===== src/rtl/luma_pkg.sv =====
// Package: register map, field layout, reset values and sizes of the luma
// post-processing block.
// Assumes: used by rtl/luma_post.sv only; rtl/sample_fifo.sv takes its sizes as parameters.
package luma_pkg;

	// ------------------------------------------------------------------
	// Register offsets
	// ------------------------------------------------------------------
	localparam logic [5:0] ADDR_NR2    = 6'h23;
	localparam logic [5:0] ADDR_NR1    = 6'h24;
	localparam logic [5:0] ADDR_NR0    = 6'h25;
	localparam logic [5:0] ADDR_GAMMA0 = 6'h26;
	localparam logic [5:0] ADDR_BRIGHT = 6'h34;
	localparam logic [5:0] ADDR_OCR    = 6'h35;
	localparam int         GAMMA_REGS  = 14;
	localparam int         GAMMA_PTS   = 7;

	// ------------------------------------------------------------------
	// Field positions
	// ------------------------------------------------------------------
	localparam int NR2_FSEL_LSB   = 0;
	localparam int NR2_MODE_BIT   = 3;
	localparam int NR2_OFFS_LSB   = 4;
	localparam int NR1_THR_LSB    = 0;
	localparam int NR1_BORDER_BIT = 6;
	localparam int NR1_BSIZE_BIT  = 7;
	localparam int NR0_GBORD_LSB  = 0;
	localparam int NR0_GDATA_LSB  = 4;
	localparam int OCR_CLK_OUT_PIN_BIT = 1;

	// ------------------------------------------------------------------
	// Reset values and fixed numbers
	// ------------------------------------------------------------------
	localparam logic [7:0] NR_RESET    = 8'h00;
	localparam logic [7:0] OCR_RESET   = 8'h70;
	localparam logic [7:0] GAMMA_STEP  = 8'h20;
	localparam logic [7:0] FIX_LO      = 8'h10;
	localparam logic [7:0] FIX_HI      = 8'hf0;
	localparam logic [4:0] GAIN_MAX    = 5'h08;
	localparam logic [3:0] BORDER_NARROW = 4'h2;
	localparam logic [3:0] BORDER_WIDE   = 4'h4;
	localparam logic [4:0] BLOCK_SMALL   = 5'h08;
	localparam logic [4:0] BLOCK_LARGE   = 5'h10;
	localparam int         CYC_PER_PIXEL = 2;
	localparam int         SUM_W         = 28;
	localparam int         CNT_W         = 20;
	localparam int         FIFO_DEPTH    = 32;
	localparam int         FIFO_W        = 10;

endpackage : luma_pkg


===== src/rtl/fifo_if.sv =====
// Interface: sample path between the luma block and its input FIFO.
// Assumes: one pusher/popper (luma_post) and one store (sample_fifo).
`timescale 1ns/100ps
`default_nettype none
interface fifo_if #(parameter int W = 10) ();
	logic         push_valid;
	logic         push_ready;
	logic [W-1:0] push_data;
	logic         pop_valid;
	logic         pop_ready;
	logic [W-1:0] pop_data;

	modport store (input push_valid, push_data, pop_ready,
	               output push_ready, pop_valid, pop_data);
	modport user  (output push_valid, push_data, pop_ready,
	               input push_ready, pop_valid, pop_data);
endinterface : fifo_if
`default_nettype wire


===== src/rtl/luma_post.sv =====
// Module: luma post-processing - noise reduction, gamma curves,
// average brightness monitor and output clock pin control.
// Assumes: register port driven by the serial-port decoder on mclk;
// pixel stream from on-chip logic on mclk; vsync_n_pin is asynchronous.
`timescale 1ns/100ps
`default_nettype none
// Operation
// - Three-bit select picks filter; only its passband content is noise-processed.
// - Mode bit 0 gives noise reduction, 1 gives sharpness mode.
// - Noise mode: filtered part below threshold, scaled by gain, subtracted.
// - Sharpness mode: filtered part above threshold, scaled by gain, added.
// - Four-bit offset shifts block against coring-gain positions, up to 15 pixels.
// - Fourteen 8-bit gamma registers from 26H hold curves A and B.
// - Gamma acts on luma only; exactly one curve in use.
// - Curve points programmable at inputs 32,64,...,224 over 256 inputs.
// - Inputs between curve points are linearly interpolated.
// - Points 0, 16, 240, 255 fixed; user curves valid within 16..240.
// - Read-only 34H reports per-field average brightness.
// - Brightness averages active-video luma only, blanking excluded.
// - Brightness result updates on each falling vertical sync edge.
// - Clock enable bit set drives output pin with the 54 MHz clock.
// - Clock output only while PLL enabled and oversampling enabled.
// - Threshold is six-bit absolute value 0..63 in companion register.
// - Noise mode coring gain spans 0..1 in eighths.
// - Sharpness mode coring gain spans 0..0.5 in sixteenths.
// - One pixel equals two sample clock cycles for block position.
module luma_post #(
	parameter int FIFO_DEPTH = luma_pkg::FIFO_DEPTH
) (
	// Clock and reset
	input  wire logic       mclk,
	input  wire logic       nrst,
	// Register port
	input  wire logic [5:0] reg_addr,
	input  wire logic [7:0] reg_wdata,
	input  wire logic       reg_wr,
	input  wire logic       reg_rd,
	output var  logic [7:0] reg_rdata,
	output var  logic       reg_rvalid,
	// Pixel input
	input  wire logic [7:0] pix_y,
	input  wire logic       pix_sol,
	input  wire logic       pix_active,
	input  wire logic       pix_valid,
	output var  logic       pix_ready,
	// Pins and mode bits
	input  wire logic       vsync_n_pin,
	input  wire logic       pll_disable_bit,
	input  wire logic       oversample_enable_bit,
	input  wire logic       gamma_curve_b,
	output var  logic       clk_out_oe_n,
	// Luma output
	output var  logic [7:0] y_out,
	output var  logic       y_out_valid,
	input  wire logic       y_out_ready
);
	if (FIFO_DEPTH < 2) begin : g_chk
		$error("luma_post: FIFO_DEPTH must be at least 2");
	end

	// ------------------------------------------------------------------
	// State
	// ------------------------------------------------------------------
	typedef struct packed {
		logic [7:0]                   nr2;
		logic [7:0]                   nr1;
		logic [7:0]                   nr0;
		logic [7:0]                   output_clock_control;
		logic [13:0][7:0]             gam;
		logic [7:0]                   bright;
		logic [7:0]                   rdata;
		logic                         rvalid;
		logic [2:0]                   vs_sync;
		logic                         vs_lvl;
		logic [7:0][7:0]              hist;
		logic [3:0]                   pix;
		logic                         phase;
		logic [luma_pkg::SUM_W-1:0]   sum;
		logic [luma_pkg::CNT_W-1:0]   cnt;
		logic                         s1_v;
		logic [7:0]                   s1_y;
		logic                         o_v;
		logic [7:0]                   o_y;
		logic                         clk_oe_n;
	} post_state_t;

	post_state_t st_r;
	post_state_t st_nxt;

	fifo_if #(.W(luma_pkg::FIFO_W)) fif ();

	sample_fifo #(
		.W     (luma_pkg::FIFO_W),
		.DEPTH (FIFO_DEPTH)
	) u_fifo (
		.mclk (mclk),
		.nrst (nrst),
		.f    (fif.store)
	);

	assign fif.push_valid = pix_valid;
	assign fif.push_data  = {pix_active, pix_sol, pix_y};
	assign pix_ready      = fif.push_ready;
	assign reg_rdata      = st_r.rdata;
	assign reg_rvalid     = st_r.rvalid;
	assign clk_out_oe_n   = st_r.clk_oe_n;
	assign y_out          = st_r.o_y;
	assign y_out_valid    = st_r.o_v;

	// ------------------------------------------------------------------
	// Functions
	// ------------------------------------------------------------------
	function automatic logic is_gamma(input logic [5:0] a);
		return a >= luma_pkg::ADDR_GAMMA0 &&
		       a < 6'(luma_pkg::ADDR_GAMMA0 + 6'(luma_pkg::GAMMA_REGS));
	endfunction : is_gamma

	function automatic logic [7:0] gamma_map(input logic [7:0] x,
	                                         input logic [6:0][7:0] p);
		logic [7:0]  lo;
		logic [7:0]  hi;
		logic [5:0]  span;
		logic [5:0]  t;
		logic [14:0] acc;
		logic [9:0]  q;
		lo   = p[0];
		hi   = p[0];
		span = 6'h20;
		t    = 6'h00;
		if (x < luma_pkg::FIX_LO || x >= luma_pkg::FIX_HI)
			return x;
		if (x < 8'h20) begin
			lo   = luma_pkg::FIX_LO;
			hi   = p[0];
			span = 6'h10;
			t    = 6'(x - luma_pkg::FIX_LO);
		end else if (x >= 8'he0) begin
			lo   = p[6];
			hi   = luma_pkg::FIX_HI;
			span = 6'h10;
			t    = 6'(x - 8'he0);
		end else begin
			lo = p[3'(x[7:5] - 3'h1)];
			hi = p[x[7:5]];
			t  = {1'b0, x[4:0]};
		end
		// Weighted sum with half-span added rounds to nearest
		acc = 15'(lo) * 15'(span - t) + 15'(hi) * 15'(t) +
		      15'(span >> 1);
		q   = (span == 6'h10) ? 10'(acc >> 4) : 10'(acc >> 5);
		return (q > 10'h0ff) ? 8'hff : q[7:0];
	endfunction : gamma_map

	function automatic logic [7:0] average(
		input logic [luma_pkg::SUM_W-1:0] s,
		input logic [luma_pkg::CNT_W-1:0] c);
		logic [luma_pkg::SUM_W-1:0] rem;
		logic [luma_pkg::SUM_W-1:0] trial;
		logic [7:0]                 q;
		rem = s;
		q   = 8'h00;
		if (c == '0)
			return 8'h00;
		for (int i = 7; i >= 0; i--) begin
			trial = luma_pkg::SUM_W'({8'h00, c} << i);
			if (rem >= trial) begin
				rem  = rem - trial;
				q[i] = 1'b1;
			end
		end
		return q;
	endfunction : average

	// ------------------------------------------------------------------
	// Next state
	// ------------------------------------------------------------------
	logic               adv;
	logic               take;
	logic               w_act;
	logic               w_sol;
	logic [7:0]         w_y;
	logic               vs_fall;
	logic               mode_sharp;
	logic [5:0]         thr;
	logic signed [8:0]  nr_f;
	logic [7:0]         nr_abs;
	logic               nr_core;
	logic [3:0]         cur_pix;
	logic [3:0]         bpos;
	logic [4:0]         bsize;
	logic [3:0]         bwid;
	logic               border;
	logic [3:0]         graw;
	logic [4:0]         gain;
	logic signed [14:0] prod;
	logic signed [14:0] delta;
	logic signed [14:0] res;
	logic [7:0]         nr_y;
	logic [3:0]         gidx;

	assign {w_act, w_sol, w_y} = fif.pop_data;
	assign mode_sharp = st_r.nr2[luma_pkg::NR2_MODE_BIT];
	assign thr = st_r.nr1[luma_pkg::NR1_THR_LSB +: 6];
	assign fif.pop_ready = adv;

	always_comb begin
		st_nxt = st_r;
		adv    = !st_r.o_v || y_out_ready;
		take   = adv && fif.pop_valid;
		gidx   = 4'(reg_addr - luma_pkg::ADDR_GAMMA0);

		// Vertical sync: three flops, level moves when last two agree
		st_nxt.vs_sync = {st_r.vs_sync[1:0], vsync_n_pin};
		if (st_r.vs_sync[1] == st_r.vs_sync[2])
			st_nxt.vs_lvl = st_r.vs_sync[2];
		vs_fall = st_r.vs_lvl && (st_r.vs_sync[2:1] == 2'b00);

		// Filter: difference to a delayed sample, longer delay = lower band
		nr_f   = 9'sh000;
		nr_f   = 9'($signed({1'b0, w_y}) -
		            $signed({1'b0, st_r.hist[st_r.nr2[2:0]]})) >>> 1;
		nr_abs = nr_f[8] ? 8'(-nr_f) : nr_f[7:0];

		// Block position with pixel = CYC_PER_PIXEL samples
		cur_pix = w_sol ? 4'h0 : st_r.pix;
		bpos    = 4'(cur_pix + st_r.nr2[luma_pkg::NR2_OFFS_LSB +: 4]);
		bsize   = st_r.nr1[luma_pkg::NR1_BSIZE_BIT] ?
		          luma_pkg::BLOCK_LARGE : luma_pkg::BLOCK_SMALL;
		if (!st_r.nr1[luma_pkg::NR1_BSIZE_BIT])
			bpos = {1'b0, bpos[2:0]};
		bwid    = st_r.nr1[luma_pkg::NR1_BORDER_BIT] ?
		          luma_pkg::BORDER_WIDE : luma_pkg::BORDER_NARROW;
		border  = (bpos < bwid) || ({1'b0, bpos} >= 5'(bsize - {1'b0, bwid}));
		graw    = border ? st_r.nr0[luma_pkg::NR0_GBORD_LSB +: 4] :
		                   st_r.nr0[luma_pkg::NR0_GDATA_LSB +: 4];
		// Codes past the top of the range saturate at full scale
		gain    = ({1'b0, graw} > luma_pkg::GAIN_MAX) ?
		          luma_pkg::GAIN_MAX : {1'b0, graw};
		prod    = 15'(nr_f) * 15'($signed({1'b0, gain}));
		nr_core = mode_sharp ? (nr_abs > {2'b00, thr}) :
		                       (nr_abs < {2'b00, thr});
		delta   = mode_sharp ? ((prod + 15'sh0008) >>> 4) :
		                       ((prod + 15'sh0004) >>> 3);
		res     = 15'($signed({1'b0, w_y}));
		if (nr_core)
			res = mode_sharp ? res + delta :
			                   res - delta;
		nr_y    = (res < 0) ? 8'h00 : (res > 15'sh00ff) ? 8'hff : res[7:0];

		// Pipeline
		if (adv) begin
			st_nxt.o_v = st_r.s1_v;
			st_nxt.o_y = gamma_b_sel(st_r.s1_y);
			st_nxt.s1_v = take;
			if (take)
				st_nxt.s1_y = nr_y;
		end
		if (take) begin
			st_nxt.hist  = {st_r.hist[6:0], w_y};
			st_nxt.phase = w_sol ? 1'b1 :
			               (st_r.phase == 1'(luma_pkg::CYC_PER_PIXEL - 1)) ?
			               1'b0 : 1'b1;
			if (w_sol)
				st_nxt.pix = 4'h0;
			else if (st_r.phase)
				st_nxt.pix = 4'(st_r.pix + 4'h1);
		end

		// Brightness accumulation over active samples only
		if (vs_fall) begin
			st_nxt.bright = average(st_r.sum, st_r.cnt);
			st_nxt.sum    = '0;
			st_nxt.cnt    = '0;
		end
		if (take && w_act) begin
			st_nxt.sum = luma_pkg::SUM_W'(st_nxt.sum + w_y);
			st_nxt.cnt = luma_pkg::CNT_W'(st_nxt.cnt + 1'b1);
		end

		// Register writes
		if (reg_wr) begin
			if (reg_addr == luma_pkg::ADDR_NR2)
				st_nxt.nr2 = reg_wdata;
			if (reg_addr == luma_pkg::ADDR_NR1)
				st_nxt.nr1 = reg_wdata;
			if (reg_addr == luma_pkg::ADDR_NR0)
				st_nxt.nr0 = reg_wdata;
			if (reg_addr == luma_pkg::ADDR_OCR)
				st_nxt.output_clock_control = reg_wdata;
			if (is_gamma(reg_addr))
				st_nxt.gam[gidx] = reg_wdata;
		end

		// Register reads, unmapped addresses read zero
		st_nxt.rvalid = reg_rd;
		if (reg_rd) begin
			st_nxt.rdata = 8'h00;
			if (reg_addr == luma_pkg::ADDR_NR2)
				st_nxt.rdata = st_r.nr2;
			if (reg_addr == luma_pkg::ADDR_NR1)
				st_nxt.rdata = st_r.nr1;
			if (reg_addr == luma_pkg::ADDR_NR0)
				st_nxt.rdata = st_r.nr0;
			if (reg_addr == luma_pkg::ADDR_OCR)
				st_nxt.rdata = st_r.output_clock_control;
			if (reg_addr == luma_pkg::ADDR_BRIGHT)
				st_nxt.rdata = st_r.bright;
			if (is_gamma(reg_addr))
				st_nxt.rdata = st_r.gam[gidx];
		end

		// Clock pin driven only with PLL and oversampling running
		st_nxt.clk_oe_n = !(st_r.output_clock_control[luma_pkg::OCR_CLK_OUT_PIN_BIT] &&
		                    !pll_disable_bit &&
		                    oversample_enable_bit);

		if (!nrst) begin
			st_nxt        = '0;
			st_nxt.nr2    = luma_pkg::NR_RESET;
			st_nxt.nr1    = luma_pkg::NR_RESET;
			st_nxt.nr0    = luma_pkg::NR_RESET;
			st_nxt.output_clock_control    = luma_pkg::OCR_RESET;
			st_nxt.vs_sync  = 3'h7;
			st_nxt.vs_lvl   = 1'b1;
			st_nxt.clk_oe_n = 1'b1;
			for (int i = 0; i < luma_pkg::GAMMA_REGS; i++)
				st_nxt.gam[i] = 8'(luma_pkg::GAMMA_STEP * 8'(i % 7 + 1));
		end
	end

	// Curve choice kept in one place; each curve has its own gamma_map call, result muxed
	function automatic logic [7:0] gamma_b_sel(input logic [7:0] x);
		return gamma_curve_b ? gamma_map(x, st_r.gam[13:7]) :
		                       gamma_map(x, st_r.gam[6:0]);
	endfunction : gamma_b_sel

	always_ff @(posedge mclk) begin
		st_r <= st_nxt;
	end
endmodule : luma_post
`default_nettype wire


===== src/rtl/sample_fifo.sv =====
// Module: flip-flop FIFO with valid/ready on both sides.
// Assumes: single clock mclk, synchronous active-low reset nrst.
`timescale 1ns/100ps
`default_nettype none
module sample_fifo #(
	parameter int W     = 10,
	parameter int DEPTH = 32
) (
	// Clock and reset
	input wire logic mclk,
	input wire logic nrst,
	// Sample path
	fifo_if.store    f
);
	localparam int AW = $clog2(DEPTH);

	if (DEPTH < 2 || (1 << AW) != DEPTH) begin : g_chk
		$error("sample_fifo: DEPTH must be a power of two, at least 2");
	end

	typedef struct packed {
		logic [DEPTH-1:0][W-1:0] mem;
		logic [AW-1:0]           rd;
		logic [AW-1:0]           wr;
		logic [AW:0]             cnt;
		logic                    ready;
		logic                    valid;
	} fifo_state_t;

	fifo_state_t st_r;
	fifo_state_t st_nxt;
	logic        push;
	logic        pop;

	assign f.push_ready = st_r.ready;
	assign f.pop_valid  = st_r.valid;
	assign f.pop_data   = st_r.mem[st_r.rd];

	always_comb begin
		st_nxt = st_r;
		push   = f.push_valid && st_r.ready;
		pop    = f.pop_ready && st_r.valid;
		if (push) begin
			st_nxt.mem[st_r.wr] = f.push_data;
			st_nxt.wr           = AW'(st_r.wr + 1'b1);
		end
		if (pop)
			st_nxt.rd = AW'(st_r.rd + 1'b1);
		st_nxt.cnt   = (AW+1)'(st_r.cnt + {AW'(0), push} - {AW'(0), pop});
		st_nxt.ready = st_nxt.cnt != (AW+1)'(DEPTH);
		st_nxt.valid = st_nxt.cnt != '0;
		if (!nrst) begin
			st_nxt.rd    = '0;
			st_nxt.wr    = '0;
			st_nxt.cnt   = '0;
			st_nxt.ready = 1'b0;
			st_nxt.valid = 1'b0;
		end
	end

	always_ff @(posedge mclk) begin
		st_r <= st_nxt;
	end
endmodule : sample_fifo
`default_nettype wire


===== config.mk =====
export PLATFORM = sky130hd
export DESIGN_NAME = luma_post
export DESIGN_NICKNAME = d
export VERILOG_FILES = /design/src/rtl/luma_pkg.sv /design/src/rtl/fifo_if.sv /design/src/rtl/luma_post.sv /design/src/rtl/sample_fifo.sv
export SDC_FILE = /design/constraint.sdc
export NUM_CORES = 2
export LEC_CHECK = 0
export BUFFER_PORTS_ARGS = -buffer_cell sky130_fd_sc_hd__buf_2
export CAP_MARGIN = 20
export CORE_AREA = 2 2 416 418
export CTS_CLUSTER_DIAMETER = 80
export DETAILED_ROUTE_END_ITERATION = 7
export DIE_AREA = 0 0 418 420
export PLACE_DENSITY = 0.46
export SLEW_MARGIN = 5
export SYNTH_ARGS = -nofsm -noshare
export SYNTH_HDL_FRONTEND = slang
export SYNTH_SLANG_ARGS = --single-unit

===== constraint.sdc =====
create_clock -name mclk -period 53.5 [get_ports mclk]
set_input_delay 5.35 -clock mclk [delete_from_list [all_inputs] [get_ports mclk]]
set_output_delay 5.35 -clock mclk [all_outputs]
set_load 0.01 [all_outputs]

==> results.yml <==
routing:
  drtAntennaViolNets: 0
  wl_per_cell_um: 20.0
  routed-via-count: 36800
  drt_iter0_markers: 2284
  drc: 0
  first_pass_iters: 5
  vias_per_cell: 5.02
  drt-total-wl_um: 147000
finish:
  layout-drive-gt1-share_pct: 10.7
  syn_to_final_growth_pct: 11.4
  nets: 5618
  fin_area_mm2: 0.0550
  antenna_cells: 0
  layout_common_cells: "nand2_1 (582), inv_1 (422), ha_1 (342), edfxtp_1 (320), dfxtp_1 (315)"
  layout_commonest_cell: "nand2_1"
synth:
  synthesis.area_mm2: 0.0493
  synthFlopType: "edfxtp_1"
  ys_async_sr_fraction_pct: 0
  synth_edf_count: 320
  syn_nets: 5638
  postSynthCellCount: 5061
  syn_avg_cell_area_um2: 9.75
  synth_seq_area_share_pct: 32.4
  ys_ff_latch: 639
  yosysUniqueCellTypes: 92
  synth-warning-count: 0
setup_path:
  start_kind: "flip-flop"
  cp_num_buf_inv: 5
  cp.depth: 105
  rrSetupSlack_ns: 26.89
  setup.worst_path.end_class: "flip-flop"
  required_ns: 54.05
  arrival_ns: 27.16
  cp_max_fo: 38
  slowest_stage: "nor2_1"
  path_class: "flip-flop to flip-flop"
  cpPeakStageDelay_ns: 0.81
  critical_path.top_delay_family: "compound AO/OA/AOI/OAI gates"
  r2r_cells: 105
  crit_top_cell: "o21ai_0"
job:
  max-cap-violations: 0
clock_network:
  cts_tree: "yes"
  clk_pin_slew_ns: 0.06
  cts_buffers: 81
  cts_resized: 0
  post-cts-setup-buffers: 0
  htreeDepth: 3
  clockBufferDepth: 3
  cts_num_sinks: 639
  cts_root_buf: "clkbuf_16"
  clock_latency_ns: 0.71
  hold_buffers: 0
timing:
  finalSetupViolCount: 0
  grt_setup_unrepaired: "false"
  slew_viol_final: 0
  period_needed_ns: 26.61
  finClkSkew_ns: 0.0611
  finalCritPeriodShare_pct: 49.7
  hold_violations: 0
  tightest_slew_ns: 1.15
  setup_tns_ns: 0
  fin_ws_ns: 26.89
  whs_ns: 0.445
  timing.fmax_mhz: 37.6
  maxSlewHeadroom_pct: 23.0
place:
  pre_cts_slack_ns: 26.76
  io_buffers: 53
  finalWeightedCongestion: 0.861
  place_area_mm2: 0.0521
  hpwl_um: 107000
global_route:
  grt-ovfl-total: 0
  grt_pass1_wl_um: 224000
  grt.total_usage_pct: 16.5
  antenna_found_initial: 5
  grt_max_degree: 147
  grt_pass1_vias: 36300
die:
  core_mm2: 0.171
  num_rows: 152
  ios: 54
  floorplan.die.height_um: 420
  die_w_um: 418
  start_util_pct: 28.9
  fp.dieArea_mm2: 0.176
status:
  status: "complete, no violations"
hold_path:
  worstHoldPathCells: 1
  min_path_type: "flip-flop to flip-flop"
-- per-layer routing --
layer  wire length, um  GRT usage [%]  vias up
li1                  -              -    17800
met1             68100           22.1    18200
met2             70200           27.9      680
met3              5100           2.04      170
met4              3360           4.39        0
met5                 0              0        -
-- cells by family after synthesis --
logic type	count (synthesis)	share of synthesized area, %
simple gates	1564	15.2
compound gates	955	12.3
buf+inv	666	5.20
flops	639	32.4
fa+ha+maj	543	16.8
mux	444	13.5
xor+xnor	250	4.47
-- cell type report --
cell class                      instances  area, um2
Fill cell                           17600     116000
Multi-Input combinational cell       3756      30800
Sequential cell                       639      16000
Tap cell                             2233       2790
Clock buffer                          110       2250
Inverter                              424       1590
Timing Repair Buffer                  139        933
Clock inverter                         38        537
-- cells in the mapped netlist (24+ instances only) --
master | n | share of area, %
a21boi_0 | 99 | 1.5
a21o_1 | 78 | 1.2
a21oi_1 | 290 | 2.9
a31oi_1 | 32 | 0.41
and2_1 | 105 | 1.3
and3_1 | 26 | 0.33
buf_1 | 49 | 0.37
clkbuf_1 | 171 | 1.3
dfxtp_1 | 319 | 13
edfxtp_1 | 320 | 19
fa_1 | 201 | 8.2
ha_1 | 342 | 8.7
inv_1 | 423 | 3.2
mux2_2 | 45 | 1.0
mux2i_1 | 225 | 4.6
mux4_2 | 172 | 7.9
nand2_1 | 583 | 4.4
nand2b_1 | 65 | 0.82
nand3_1 | 111 | 1.1
nand4_1 | 44 | 0.56
nor2_1 | 282 | 2.1
nor2b_1 | 164 | 2.1
nor3_1 | 75 | 0.76
o211ai_1 | 24 | 0.37
o21a_1 | 25 | 0.38
o21ai_0 | 208 | 2.1
o21bai_1 | 36 | 0.55
o31ai_1 | 24 | 0.37
or3_1 | 25 | 0.32
xnor2_1 | 172 | 3.1
xor2_1 | 77 | 1.4
-- sequential cells by signal (all words and copies together) (netlist names) --
signal	flops
u_fifo.st_r	336
reg_rdata	8
u_fifo.f.pop_valid	1
clk_out_oe_n	1
reg_rvalid	1
st_r	281
mode_sharp	1
u_fifo.f.push_ready	1
y_out_valid	1
y_out	8
-- final timing paths --
check	start	to
max	st_r[20]$_SDFF_PN0_	st_r[149]$_SDFFE_PN0P_
min	st_r[270]$_SDFFE_PN0P_	clk_out_oe_n$_SDFF_PN1_
max reg2reg	st_r[20]$_SDFF_PN0_	st_r[149]$_SDFFE_PN0P_
min reg2reg	st_r[270]$_SDFFE_PN0P_	clk_out_oe_n$_SDFF_PN1_
-- stage by stage --
step                instances  util (%)
global route             7339      32.1
floorplan                5061         -
CTS                      7331      32.1
finish                   7339      32.1
detailed placement       7183      30.5
global placement         7180      30.5
Power is left out: the tool's default activity adds up to more than one toggle a clock period on the data nets, which glitch-free logic cannot reach.
